## src/hw/cxi_pkg.sv

```systemverilog
`default_nettype none
package cxi_pkg;
	// register indices and byte addresses (tx address = 4 * index, rx address = 0x10 + 4 * index)
	localparam int unsigned IDX_IDENT0     = 0;
	localparam int unsigned IDX_IDENT1     = 1;
	localparam int unsigned IDX_IDENT2     = 2;
	localparam int unsigned IDX_IDENT3     = 3;
	localparam logic [7:0]  ADDR_TX_IDENT0 = 8'h00;
	localparam logic [7:0]  ADDR_TX_IDENT1 = 8'h04;
	localparam logic [7:0]  ADDR_TX_IDENT2 = 8'h08;
	localparam logic [7:0]  ADDR_TX_IDENT3 = 8'h0C;
	localparam logic [7:0]  ADDR_RX_IDENT0 = 8'h10;
	localparam logic [7:0]  ADDR_RX_IDENT1 = 8'h14;
	localparam logic [7:0]  ADDR_RX_IDENT2 = 8'h18;
	localparam logic [7:0]  ADDR_RX_IDENT3 = 8'h1C;
	localparam logic [7:0]  ADDR_CTRL      = 8'h20;
	localparam logic [7:0]  ADDR_STATUS    = 8'h24;
	// ident_byte1 fields
	localparam int unsigned B1_SRR_POS     = 4;
	localparam int unsigned B1_IDE_POS     = 3;
	// ident_byte3 field
	localparam int unsigned B3_RTR_POS     = 0;
	// ctrl / status fields
	localparam int unsigned CTRL_TX_REQ    = 0;
	localparam int unsigned CTRL_TX_SEL    = 1;
	localparam int unsigned CTRL_RX_REL    = 2;
	localparam int unsigned STAT_TX_EMPTY  = 0;
	localparam int unsigned STAT_RX_FULL   = 1;
	localparam int unsigned STAT_BUSY      = 2;
	localparam int unsigned STAT_ARB_LOST  = 3;
	// reset values
	localparam logic [7:0]  RST_BYTE       = 8'h00;
	localparam logic [7:0]  RST_TX_BYTE1   = 8'h18;
	// serializer lengths (identifier + srr/ide/rtr)
	localparam int unsigned STD_BITS       = 13;
	localparam int unsigned EXT_BITS       = 32;
	localparam int unsigned BIT_DIV        = 125;

	typedef enum logic [2:0]
	{
		ST_IDLE = 3'b001,
		ST_SEND = 3'b010,
		ST_RECV = 3'b100
	} cxi_state_t;
endpackage : cxi_pkg
`default_nettype wire

```

## src/hw/cxi_ident.sv

```systemverilog
`timescale 1ns/1ps
`default_nettype none
// What this block does
// - ID28..15 packed in bytes zero and one
// - ID14..0 packed in bytes two, three
// - identifier sent msb first
// - smaller identifier wins arbitration
// - receive stores srr as sampled
// - ide zero standard, one extended
// - receive sets ide from frame
// - transmit format follows stored ide
// - receive rtr mirrors frame rtr
// - transmit rtr sets frame type
module cxi_ident
#(
	parameter int unsigned BIT_DIV = cxi_pkg::BIT_DIV
)
(
	input  wire logic        sys_clk,
	input  wire logic        srst,
	input  wire logic        psel,
	input  wire logic        penable,
	input  wire logic        pwrite,
	input  wire logic [7:0]  paddr,
	input  wire logic [31:0] pwdata,
	output logic      [31:0] prdata,
	output logic             pready,
	output logic             pslverr,
	input  wire logic        can_rx,
	output logic             can_tx
);
	if (BIT_DIV < 2 || BIT_DIV > 65535)
	begin : g_div_check
		$error("BIT_DIV out of range");
	end

	////////////////////////////////////////////////////////////////////////
	// storage
	logic [7:0]  tx_q [4];
	logic [7:0]  tx_d [4];
	logic [7:0]  rx_q [4];
	logic [7:0]  rx_d [4];
	logic        tx_buffer_empty_flag_q, tx_buffer_empty_flag_d;
	logic        rx_buffer_full_flag_q, rx_buffer_full_flag_d;
	logic        tx_buffer_select_reg_q, tx_buffer_select_reg_d;
	logic        arb_lost_q, arb_lost_d;
	logic [31:0] prdata_q, prdata_d;
	cxi_pkg::cxi_state_t state_q, state_d;
	logic [15:0] div_q, div_d;
	logic [5:0]  cnt_q, cnt_d;
	logic [31:0] shift_q, shift_d;
	logic [5:0]  len_q, len_d;
	logic        can_tx_q, can_tx_d;
	logic [31:0] frame_bits;
	logic [5:0]  frame_len;
	logic        bit_tick;
	logic        wr_acc;
	logic        rd_setup;
	logic        acc_err;
	logic        tx_open;
	logic        ide_pt;
	logic        rx_last;

	function automatic logic [1:0] reg_index(input logic [7:0] a);
		reg_index = a[3:2];
	endfunction

	function automatic logic is_tx_byte(input logic [7:0] a);
		is_tx_byte = (a[7:4] == 4'h0) && (a[1:0] == 2'b00);
	endfunction

	function automatic logic is_rx_byte(input logic [7:0] a);
		is_rx_byte = (a[7:4] == 4'h1) && (a[1:0] == 2'b00);
	endfunction

	function automatic logic is_ctl_word(input logic [7:0] a);
		is_ctl_word = (a == cxi_pkg::ADDR_CTRL) || (a == cxi_pkg::ADDR_STATUS);
	endfunction

	cxi_idpack u_pack
	(
		.b0         (tx_q[cxi_pkg::IDX_IDENT0]),
		.b1         (tx_q[cxi_pkg::IDX_IDENT1]),
		.b2         (tx_q[cxi_pkg::IDX_IDENT2]),
		.b3         (tx_q[cxi_pkg::IDX_IDENT3]),
		.frame_bits (frame_bits),
		.frame_len  (frame_len)
	);

	////////////////////////////////////////////////////////////////////////
	// apb: zero wait states
	assign pready   = 1'b1;
	assign wr_acc   = psel && penable && pwrite;
	assign rd_setup = psel && !penable && !pwrite;
	assign prdata   = prdata_q;
	assign bit_tick = (div_q == 16'h0000);
	assign can_tx   = can_tx_q;
	assign tx_open  = tx_buffer_empty_flag_q && tx_buffer_select_reg_q;
	assign ide_pt   = (cnt_q == 6'(cxi_pkg::STD_BITS - 2));
	assign rx_last  = (cnt_q == len_q - 6'h02);

	////////////////////////////////////////////////////////////////////////
	// access check, same answer in setup and access phase
	always_comb
	begin
		acc_err = 1'b0;
		if (is_tx_byte(paddr))
			acc_err = !tx_open;
		else if (is_rx_byte(paddr))
			acc_err = pwrite || !rx_buffer_full_flag_q;
		else if (!is_ctl_word(paddr))
			acc_err = 1'b1;
	end

	assign pslverr = psel && penable && acc_err;

	////////////////////////////////////////////////////////////////////////
	// read data loaded at setup so it stands through the access phase
	always_comb
	begin
		prdata_d = prdata_q;
		if (rd_setup && !acc_err)
		begin
			prdata_d = 32'h0000_0000;
			if (is_tx_byte(paddr))
				prdata_d[7:0] = tx_q[reg_index(paddr)];
			else if (is_rx_byte(paddr))
				prdata_d[7:0] = rx_q[reg_index(paddr)];
			else if (paddr == cxi_pkg::ADDR_CTRL)
				prdata_d[cxi_pkg::CTRL_TX_SEL] = tx_buffer_select_reg_q;
			else
			begin
				prdata_d[cxi_pkg::STAT_TX_EMPTY] = tx_buffer_empty_flag_q;
				prdata_d[cxi_pkg::STAT_RX_FULL]  = rx_buffer_full_flag_q;
				prdata_d[cxi_pkg::STAT_BUSY]     = (state_q != cxi_pkg::ST_IDLE);
				prdata_d[cxi_pkg::STAT_ARB_LOST] = arb_lost_q;
			end
		end
	end

	////////////////////////////////////////////////////////////////////////
	// buffers, flags, serializer
	always_comb
	begin
		tx_d                   = tx_q;
		rx_d                   = rx_q;
		tx_buffer_empty_flag_d = tx_buffer_empty_flag_q;
		rx_buffer_full_flag_d  = rx_buffer_full_flag_q;
		tx_buffer_select_reg_d = tx_buffer_select_reg_q;
		arb_lost_d             = arb_lost_q;
		state_d                = state_q;
		div_d                  = bit_tick ? 16'(BIT_DIV - 1) : div_q - 16'h0001;
		cnt_d                  = cnt_q;
		shift_d                = shift_q;
		len_d                  = len_q;
		can_tx_d               = can_tx_q;

		if (wr_acc && !pslverr)
		begin
			if (is_tx_byte(paddr))
				tx_d[reg_index(paddr)] = pwdata[7:0];
			else if (paddr == cxi_pkg::ADDR_CTRL)
			begin
				tx_buffer_select_reg_d = pwdata[cxi_pkg::CTRL_TX_SEL];
				if (pwdata[cxi_pkg::CTRL_TX_REQ] && tx_buffer_empty_flag_q)
				begin
					tx_buffer_empty_flag_d = 1'b0;
					arb_lost_d             = 1'b0;
				end
				if (pwdata[cxi_pkg::CTRL_RX_REL])
					rx_buffer_full_flag_d = 1'b0;
			end
		end

		unique case (state_q)
			cxi_pkg::ST_IDLE:
			begin
				can_tx_d = 1'b1;
				if (bit_tick && !tx_buffer_empty_flag_q)
				begin
					state_d  = cxi_pkg::ST_SEND;
					shift_d  = frame_bits;
					len_d    = frame_len;
					cnt_d    = 6'h00;
					can_tx_d = frame_bits[31];
				end
				else if (bit_tick && !can_rx && !rx_buffer_full_flag_q)
				begin
					// the start zero is the stream msb, held as the cleared shift
					state_d = cxi_pkg::ST_RECV;
					shift_d = 32'h0000_0000;
					cnt_d   = 6'h00;
					len_d   = 6'(cxi_pkg::STD_BITS);
				end
			end
			cxi_pkg::ST_SEND:
			begin
				if (bit_tick)
				begin
					if (can_tx_q && !can_rx)
					begin
						// dominant zero from a smaller id beats our one
						arb_lost_d             = 1'b1;
						tx_buffer_empty_flag_d = 1'b1;
						state_d                = cxi_pkg::ST_IDLE;
						can_tx_d               = 1'b1;
					end
					else if (cnt_q == len_q - 6'h01)
					begin
						tx_buffer_empty_flag_d = 1'b1;
						state_d                = cxi_pkg::ST_IDLE;
						can_tx_d               = 1'b1;
					end
					else
					begin
						shift_d  = {shift_q[30:0], 1'b0};
						can_tx_d = shift_q[30];
						cnt_d    = cnt_q + 6'h01;
					end
				end
			end
			cxi_pkg::ST_RECV:
			begin
				if (bit_tick)
				begin
					shift_d = {shift_q[30:0], can_rx};
					cnt_d   = cnt_q + 6'h01;
					// ide is the 13th bit of the stream: decides the length
					if (ide_pt && can_rx)
						len_d = 6'(cxi_pkg::EXT_BITS);
					else if (rx_last)
					begin
						state_d               = cxi_pkg::ST_IDLE;
						rx_buffer_full_flag_d = 1'b1;
						if (len_q == 6'(cxi_pkg::EXT_BITS))
						begin
							rx_d[cxi_pkg::IDX_IDENT0] = shift_q[30:23];
							rx_d[cxi_pkg::IDX_IDENT1] = {shift_q[22:20], shift_q[19], 1'b1, shift_q[17:15]};
							rx_d[cxi_pkg::IDX_IDENT2] = shift_q[14:7];
							rx_d[cxi_pkg::IDX_IDENT3] = {shift_q[6:0], can_rx};
						end
						else
						begin
							// standard frame: id10..0, rtr, ide=0
							rx_d[cxi_pkg::IDX_IDENT0] = shift_q[11:4];
							rx_d[cxi_pkg::IDX_IDENT1] = {shift_q[3:1], shift_q[0], 1'b0, 3'b000};
							rx_d[cxi_pkg::IDX_IDENT2] = cxi_pkg::RST_BYTE;
							rx_d[cxi_pkg::IDX_IDENT3] = cxi_pkg::RST_BYTE;
						end
					end
				end
			end
		endcase
	end

	////////////////////////////////////////////////////////////////////////
	// registers
	always_ff @(posedge sys_clk)
	begin
		if (srst)
		begin
			for (int i = 0; i < 4; i++)
			begin
				tx_q[i] <= cxi_pkg::RST_BYTE;
				rx_q[i] <= cxi_pkg::RST_BYTE;
			end
			tx_q[cxi_pkg::IDX_IDENT1] <= cxi_pkg::RST_TX_BYTE1;
			tx_buffer_empty_flag_q    <= 1'b1;
			rx_buffer_full_flag_q     <= 1'b0;
			tx_buffer_select_reg_q    <= 1'b0;
			arb_lost_q                <= 1'b0;
			prdata_q                  <= 32'h0000_0000;
			state_q                   <= cxi_pkg::ST_IDLE;
			div_q                     <= 16'h0000;
			cnt_q                     <= 6'h00;
			shift_q                   <= 32'h0000_0000;
			len_q                     <= 6'h00;
			can_tx_q                  <= 1'b1;
		end
		else
		begin
			tx_q                   <= tx_d;
			rx_q                   <= rx_d;
			tx_buffer_empty_flag_q <= tx_buffer_empty_flag_d;
			rx_buffer_full_flag_q  <= rx_buffer_full_flag_d;
			tx_buffer_select_reg_q <= tx_buffer_select_reg_d;
			arb_lost_q             <= arb_lost_d;
			prdata_q               <= prdata_d;
			state_q                <= state_d;
			div_q                  <= div_d;
			cnt_q                  <= cnt_d;
			shift_q                <= shift_d;
			len_q                  <= len_d;
			can_tx_q               <= can_tx_d;
		end
	end
endmodule // cxi_ident
`default_nettype wire

```

## src/hw/cxi_idpack.sv

```systemverilog
`timescale 1ns/1ps
`default_nettype none
module cxi_idpack
(
	input  wire logic [7:0]  b0,
	input  wire logic [7:0]  b1,
	input  wire logic [7:0]  b2,
	input  wire logic [7:0]  b3,
	output logic      [31:0] frame_bits,
	output logic      [5:0]  frame_len
);
	// arbitration field, msb first at bit 31
	always_comb
	begin
		if (b1[cxi_pkg::B1_IDE_POS])
		begin
			// id28..18, srr, ide, id17..0, rtr
			frame_bits = {b0, b1[7:5], b1[cxi_pkg::B1_SRR_POS], 1'b1, b1[2:0], b2, b3[7:1],
				b3[cxi_pkg::B3_RTR_POS]};
			frame_len  = 6'(cxi_pkg::EXT_BITS);
		end
		else
		begin
			// id10..0, rtr, ide=0
			frame_bits = {b0, b1[7:5], b1[4], 1'b0, 19'h0_0000};
			frame_len  = 6'(cxi_pkg::STD_BITS);
		end
	end
endmodule // cxi_idpack
`default_nettype wire

```

## config.mk

```make
export PLATFORM = sky130hd
export DESIGN_NAME = cxi_ident
export DESIGN_NICKNAME = d
export VERILOG_FILES = /design/src/hw/cxi_pkg.sv /design/src/hw/cxi_ident.sv /design/src/hw/cxi_idpack.sv
export SDC_FILE = /design/constraint.sdc
export NUM_CORES = 1
export LEC_CHECK = 0
export ABC_AREA = 0
export BUFFER_PORTS_ARGS = -buffer_cell sky130_fd_sc_hd__buf_2
export CAP_MARGIN = 25
export CORE_ASPECT_RATIO = 1.2
export CORE_MARGIN = 1.5
export CORE_UTILIZATION = 55
export CTS_CLUSTER_DIAMETER = 100
export DETAILED_ROUTE_END_ITERATION = 16
export PLACE_DENSITY = 0.76
export SKIP_CTS_REPAIR_TIMING = 1
export SLEW_MARGIN = 5
export SYNTH_ARGS = -nofsm -noshare
export SYNTH_HDL_FRONTEND = slang
export SYNTH_SLANG_ARGS = --single-unit
```

## constraint.sdc

```tcl
create_clock -name sys_clk -period 2.86 [get_ports sys_clk]
set_input_delay 0.143 -clock sys_clk [delete_from_list [all_inputs] [get_ports sys_clk]]
set_output_delay 0.143 -clock sys_clk [all_outputs]
set_load 0.01 [all_outputs]
```

==> impl_metrics.toml <==
[sta]
fin_tns_setup_ns = 0
maxSlewViolCount = 0
fin_worst_skew_ns = 0.00775
fin_hold_ws_ns = -0.0117
max_freq_ghz = 0.371
fin_crit_sh_pct = 94.4
worst_pin_slew_ns = 0.703
final.min_clock_period_ns = 2.70
setup_viol = 0
grt_setup_unrepaired = "no"
setup_ws_ns = 0.161
slew_headroom_pct = 53.1
final_hold_viol_count = 1

[yosys]
syn_inst = 705
ys_seq_area_share_pct = 42.8
yosysWarnings = 0
synth.distinct_cells = 53
synth_edf_count = 0
ys.flop_type = "dfxtp_1"
synth_seq_cells = 135
syn_area_um2 = 6310
postSynthAreaPerCell_um2 = 8.96
async_reset_ff_share_pct = 0

[die]
fp.dieW_um = 101
die_h_um = 120
rows = 42
core-area_um2 = 11100
io_pins = 81
die-area_um2 = 12100
initial_utilization_pct = 56.9

[pwr]
leakagePower_uw = 0.00274
p_per_area_nw_per_um2 = 901
peakVddDrop_mv = 0.496

[layout]
seqCellArea_um2 = 2700
n_fill_cell = 884
diodes = 0
layout_common_cells = "135 x dfxtp_1, 116 x nor2_1, 42 x nor3_1"
finish.net_count = 776
final_common_cell = "dfxtp_1"
multi_input_area_um2 = 3270
fin_util_pct = 65.1
drive_above_1_share_pct = 15.3
syn2layout_area_growth_pct = 14.3

[critical_path]
startpoint = "div_q[0]"
endpoint = "shift_q[15]"
regToRegEndpoint = "shift_q[15]"
critPathRequiredTime_ns = 3.12
ff2ff_path_depth = 9
ff2ff_setup_slack_ns = 0.16
critPathCaptureType = "register"
worst-path-max-fanout = 31
crit_type = "register to register"
start_kind = "register"
crit_arrival_ns = 2.96
r2r-start = "div_q[0]"

[global_routing]
grt.total_usage_pct = 26.0
grt_pass1_wl_mm = 24.8
grt_overflow = 0
grt_pass1_vias = 4990
antenna_found_initial = 0
grt_max_degree = 69

[drt]
detail_route.wirelength_mm = 15.3
ant_nets = 0
drt_iter0_markers = 351
wire_per_inst_um = 17.1
route.detailed.drc = 0
viasPerCell = 5.98
num_vias = 5333
dr.pass1.iters = 5

[hold_path]
hold_class = "input pin to register"

[clock_tree]
insertion_delay_ns = 0.41
cts_buffer_depth = 2
cts.sinks = 135
cts_tree = "built"
root_buffer = "clkbuf_16"
cts_made_buffers = 17
htreeDepth = 4
clk_pin_slew_ns = 0.06

[run_status]
status = "complete, but fails checks"
violations = "negative hold slack"

[placement]
place.gp.congestion = 0.865
io_buffers = 31
post-place-ws_ns = 0.197
dpl.hpwl_mm = 10.5

[run]
drv_cap = 0
==> per-stage QoR <==
stage	hold slack, ns	std cells	area [µm²]	total power (µW)
floorplan	0.287	728	6400	3740
detailed placement	0.411	860	6600	4240
finish	-0.0117	892	7220	6500
global route	0.00121	892	7220	6860
CTS	-0.0172	891	7210	6500
global placement	0.403	860	6600	4160
==> cells in the mapped netlist (all sizes together) (2+ instances only) <==
library cell | n | area share, %
o21a | 2 | 0.24
a31oi | 5 | 0.50
or3b | 2 | 0.28
buf | 35 | 3.7
a211o | 3 | 0.42
a21oi | 42 | 3.3
xor2 | 5 | 0.69
nor3b | 3 | 0.54
and2 | 4 | 0.40
nor4 | 6 | 1.1
a211oi | 20 | 2.4
dfxtp | 135 | 43
nor4b | 3 | 0.42
nand2b | 9 | 0.89
clkbuf | 44 | 2.6
ha | 4 | 0.79
xnor2 | 9 | 1.2
o31ai | 2 | 0.24
mux4 | 16 | 5.7
nor2 | 116 | 6.9
inv | 11 | 0.65
conb | 2 | 0.12
o211ai | 2 | 0.24
nand3 | 26 | 2.1
or4 | 3 | 0.36
o21ai | 8 | 0.63
or3 | 10 | 0.99
mux2i | 40 | 6.3
nand2 | 38 | 2.3
or2 | 2 | 0.20
nand4 | 2 | 0.30
a221oi | 36 | 5.0
nand3b | 4 | 0.48
nor3 | 43 | 3.5
nor2b | 2 | 0.20
==> final cells by class <==
| type | count | share of cell area [%] |
|---|---|---|
| Clock inverter | 11 | 2.03 |
| Multi-Input combinational cell | 503 | 45.3 |
| Inverter | 11 | 0.572 |
| Sequential cell | 135 | 37.4 |
| Tap cell | 154 | 2.67 |
| Clock buffer | 20 | 6.47 |
| Timing Repair Buffer | 58 | 5.55 |
==> routing by layer <==
layer / vias to the layer above / GRT usage, % / part of all wire, %
met5: - / 0 / 0
met4: 0 / 10.4 / 2.4
met3: 26 / 6.07 / 6.6
met2: 242 / 41.3 / 48
met1: 2535 / 34.3 / 43
li1: 2530 / - / -
==> sequential cells by signal, summed over array words and instances (netlist names) <==
signal	count
arb_lost_q	1
can_tx	1
cnt_q	6
div_q	16
len_q	2
prdata	8
rx_buffer_full_flag_q	1
rx_q	32
shift_q	31
state_q	3
tx_buffer_empty_flag_q	1
tx_buffer_select_reg_q	1
tx_q	32
==> cells by family after synthesis <==
group                    share of synthesized area, %
AO/OA/AOI/OAI                                    13.8
other                                           0.119
buffers and inverters                            6.96
XOR/XNOR                                         1.94
AND/OR/NAND/NOR                                  21.5
flip-flops                                       42.8
adder cells (fa/ha/maj)                         0.793
multiplexers                                     12.0
==> worst max-delay path, cell delays in order, from the launching register on <==
cell and delay, ns:
dfxtp_1 0.33, inv_1 0.08, ha_1 0.14, nor4b_1 0.31, nand4_2 0.20, o31a_1 0.37, or3_1 0.49, buf_12 0.22
a221oi_1 0.29, nor3_1 0.10
==> how the worst min path moves through the flow <==
stage,startpoint,endpoint,slack (ns),depth (start not counted)
finish,pwdata[3],tx_q[27],-0.01,3
global route,pwdata[3],tx_q[27],0.001,3
CTS,pwdata[4],tx_q[28],-0.02,3
detailed placement,pwdata[4],tx_q[28],0.41,3
global placement,pwdata[3],tx_q[27],0.40,3
floorplan,pwdata[0],tx_q[0],0.29,2
==> power breakdown <==
part | switching [µW] | internal [µW]
logic | 1060 | 783
registers | 290 | 2130
clock network | 806 | 1440
Power figures use the tool's default switching activity.
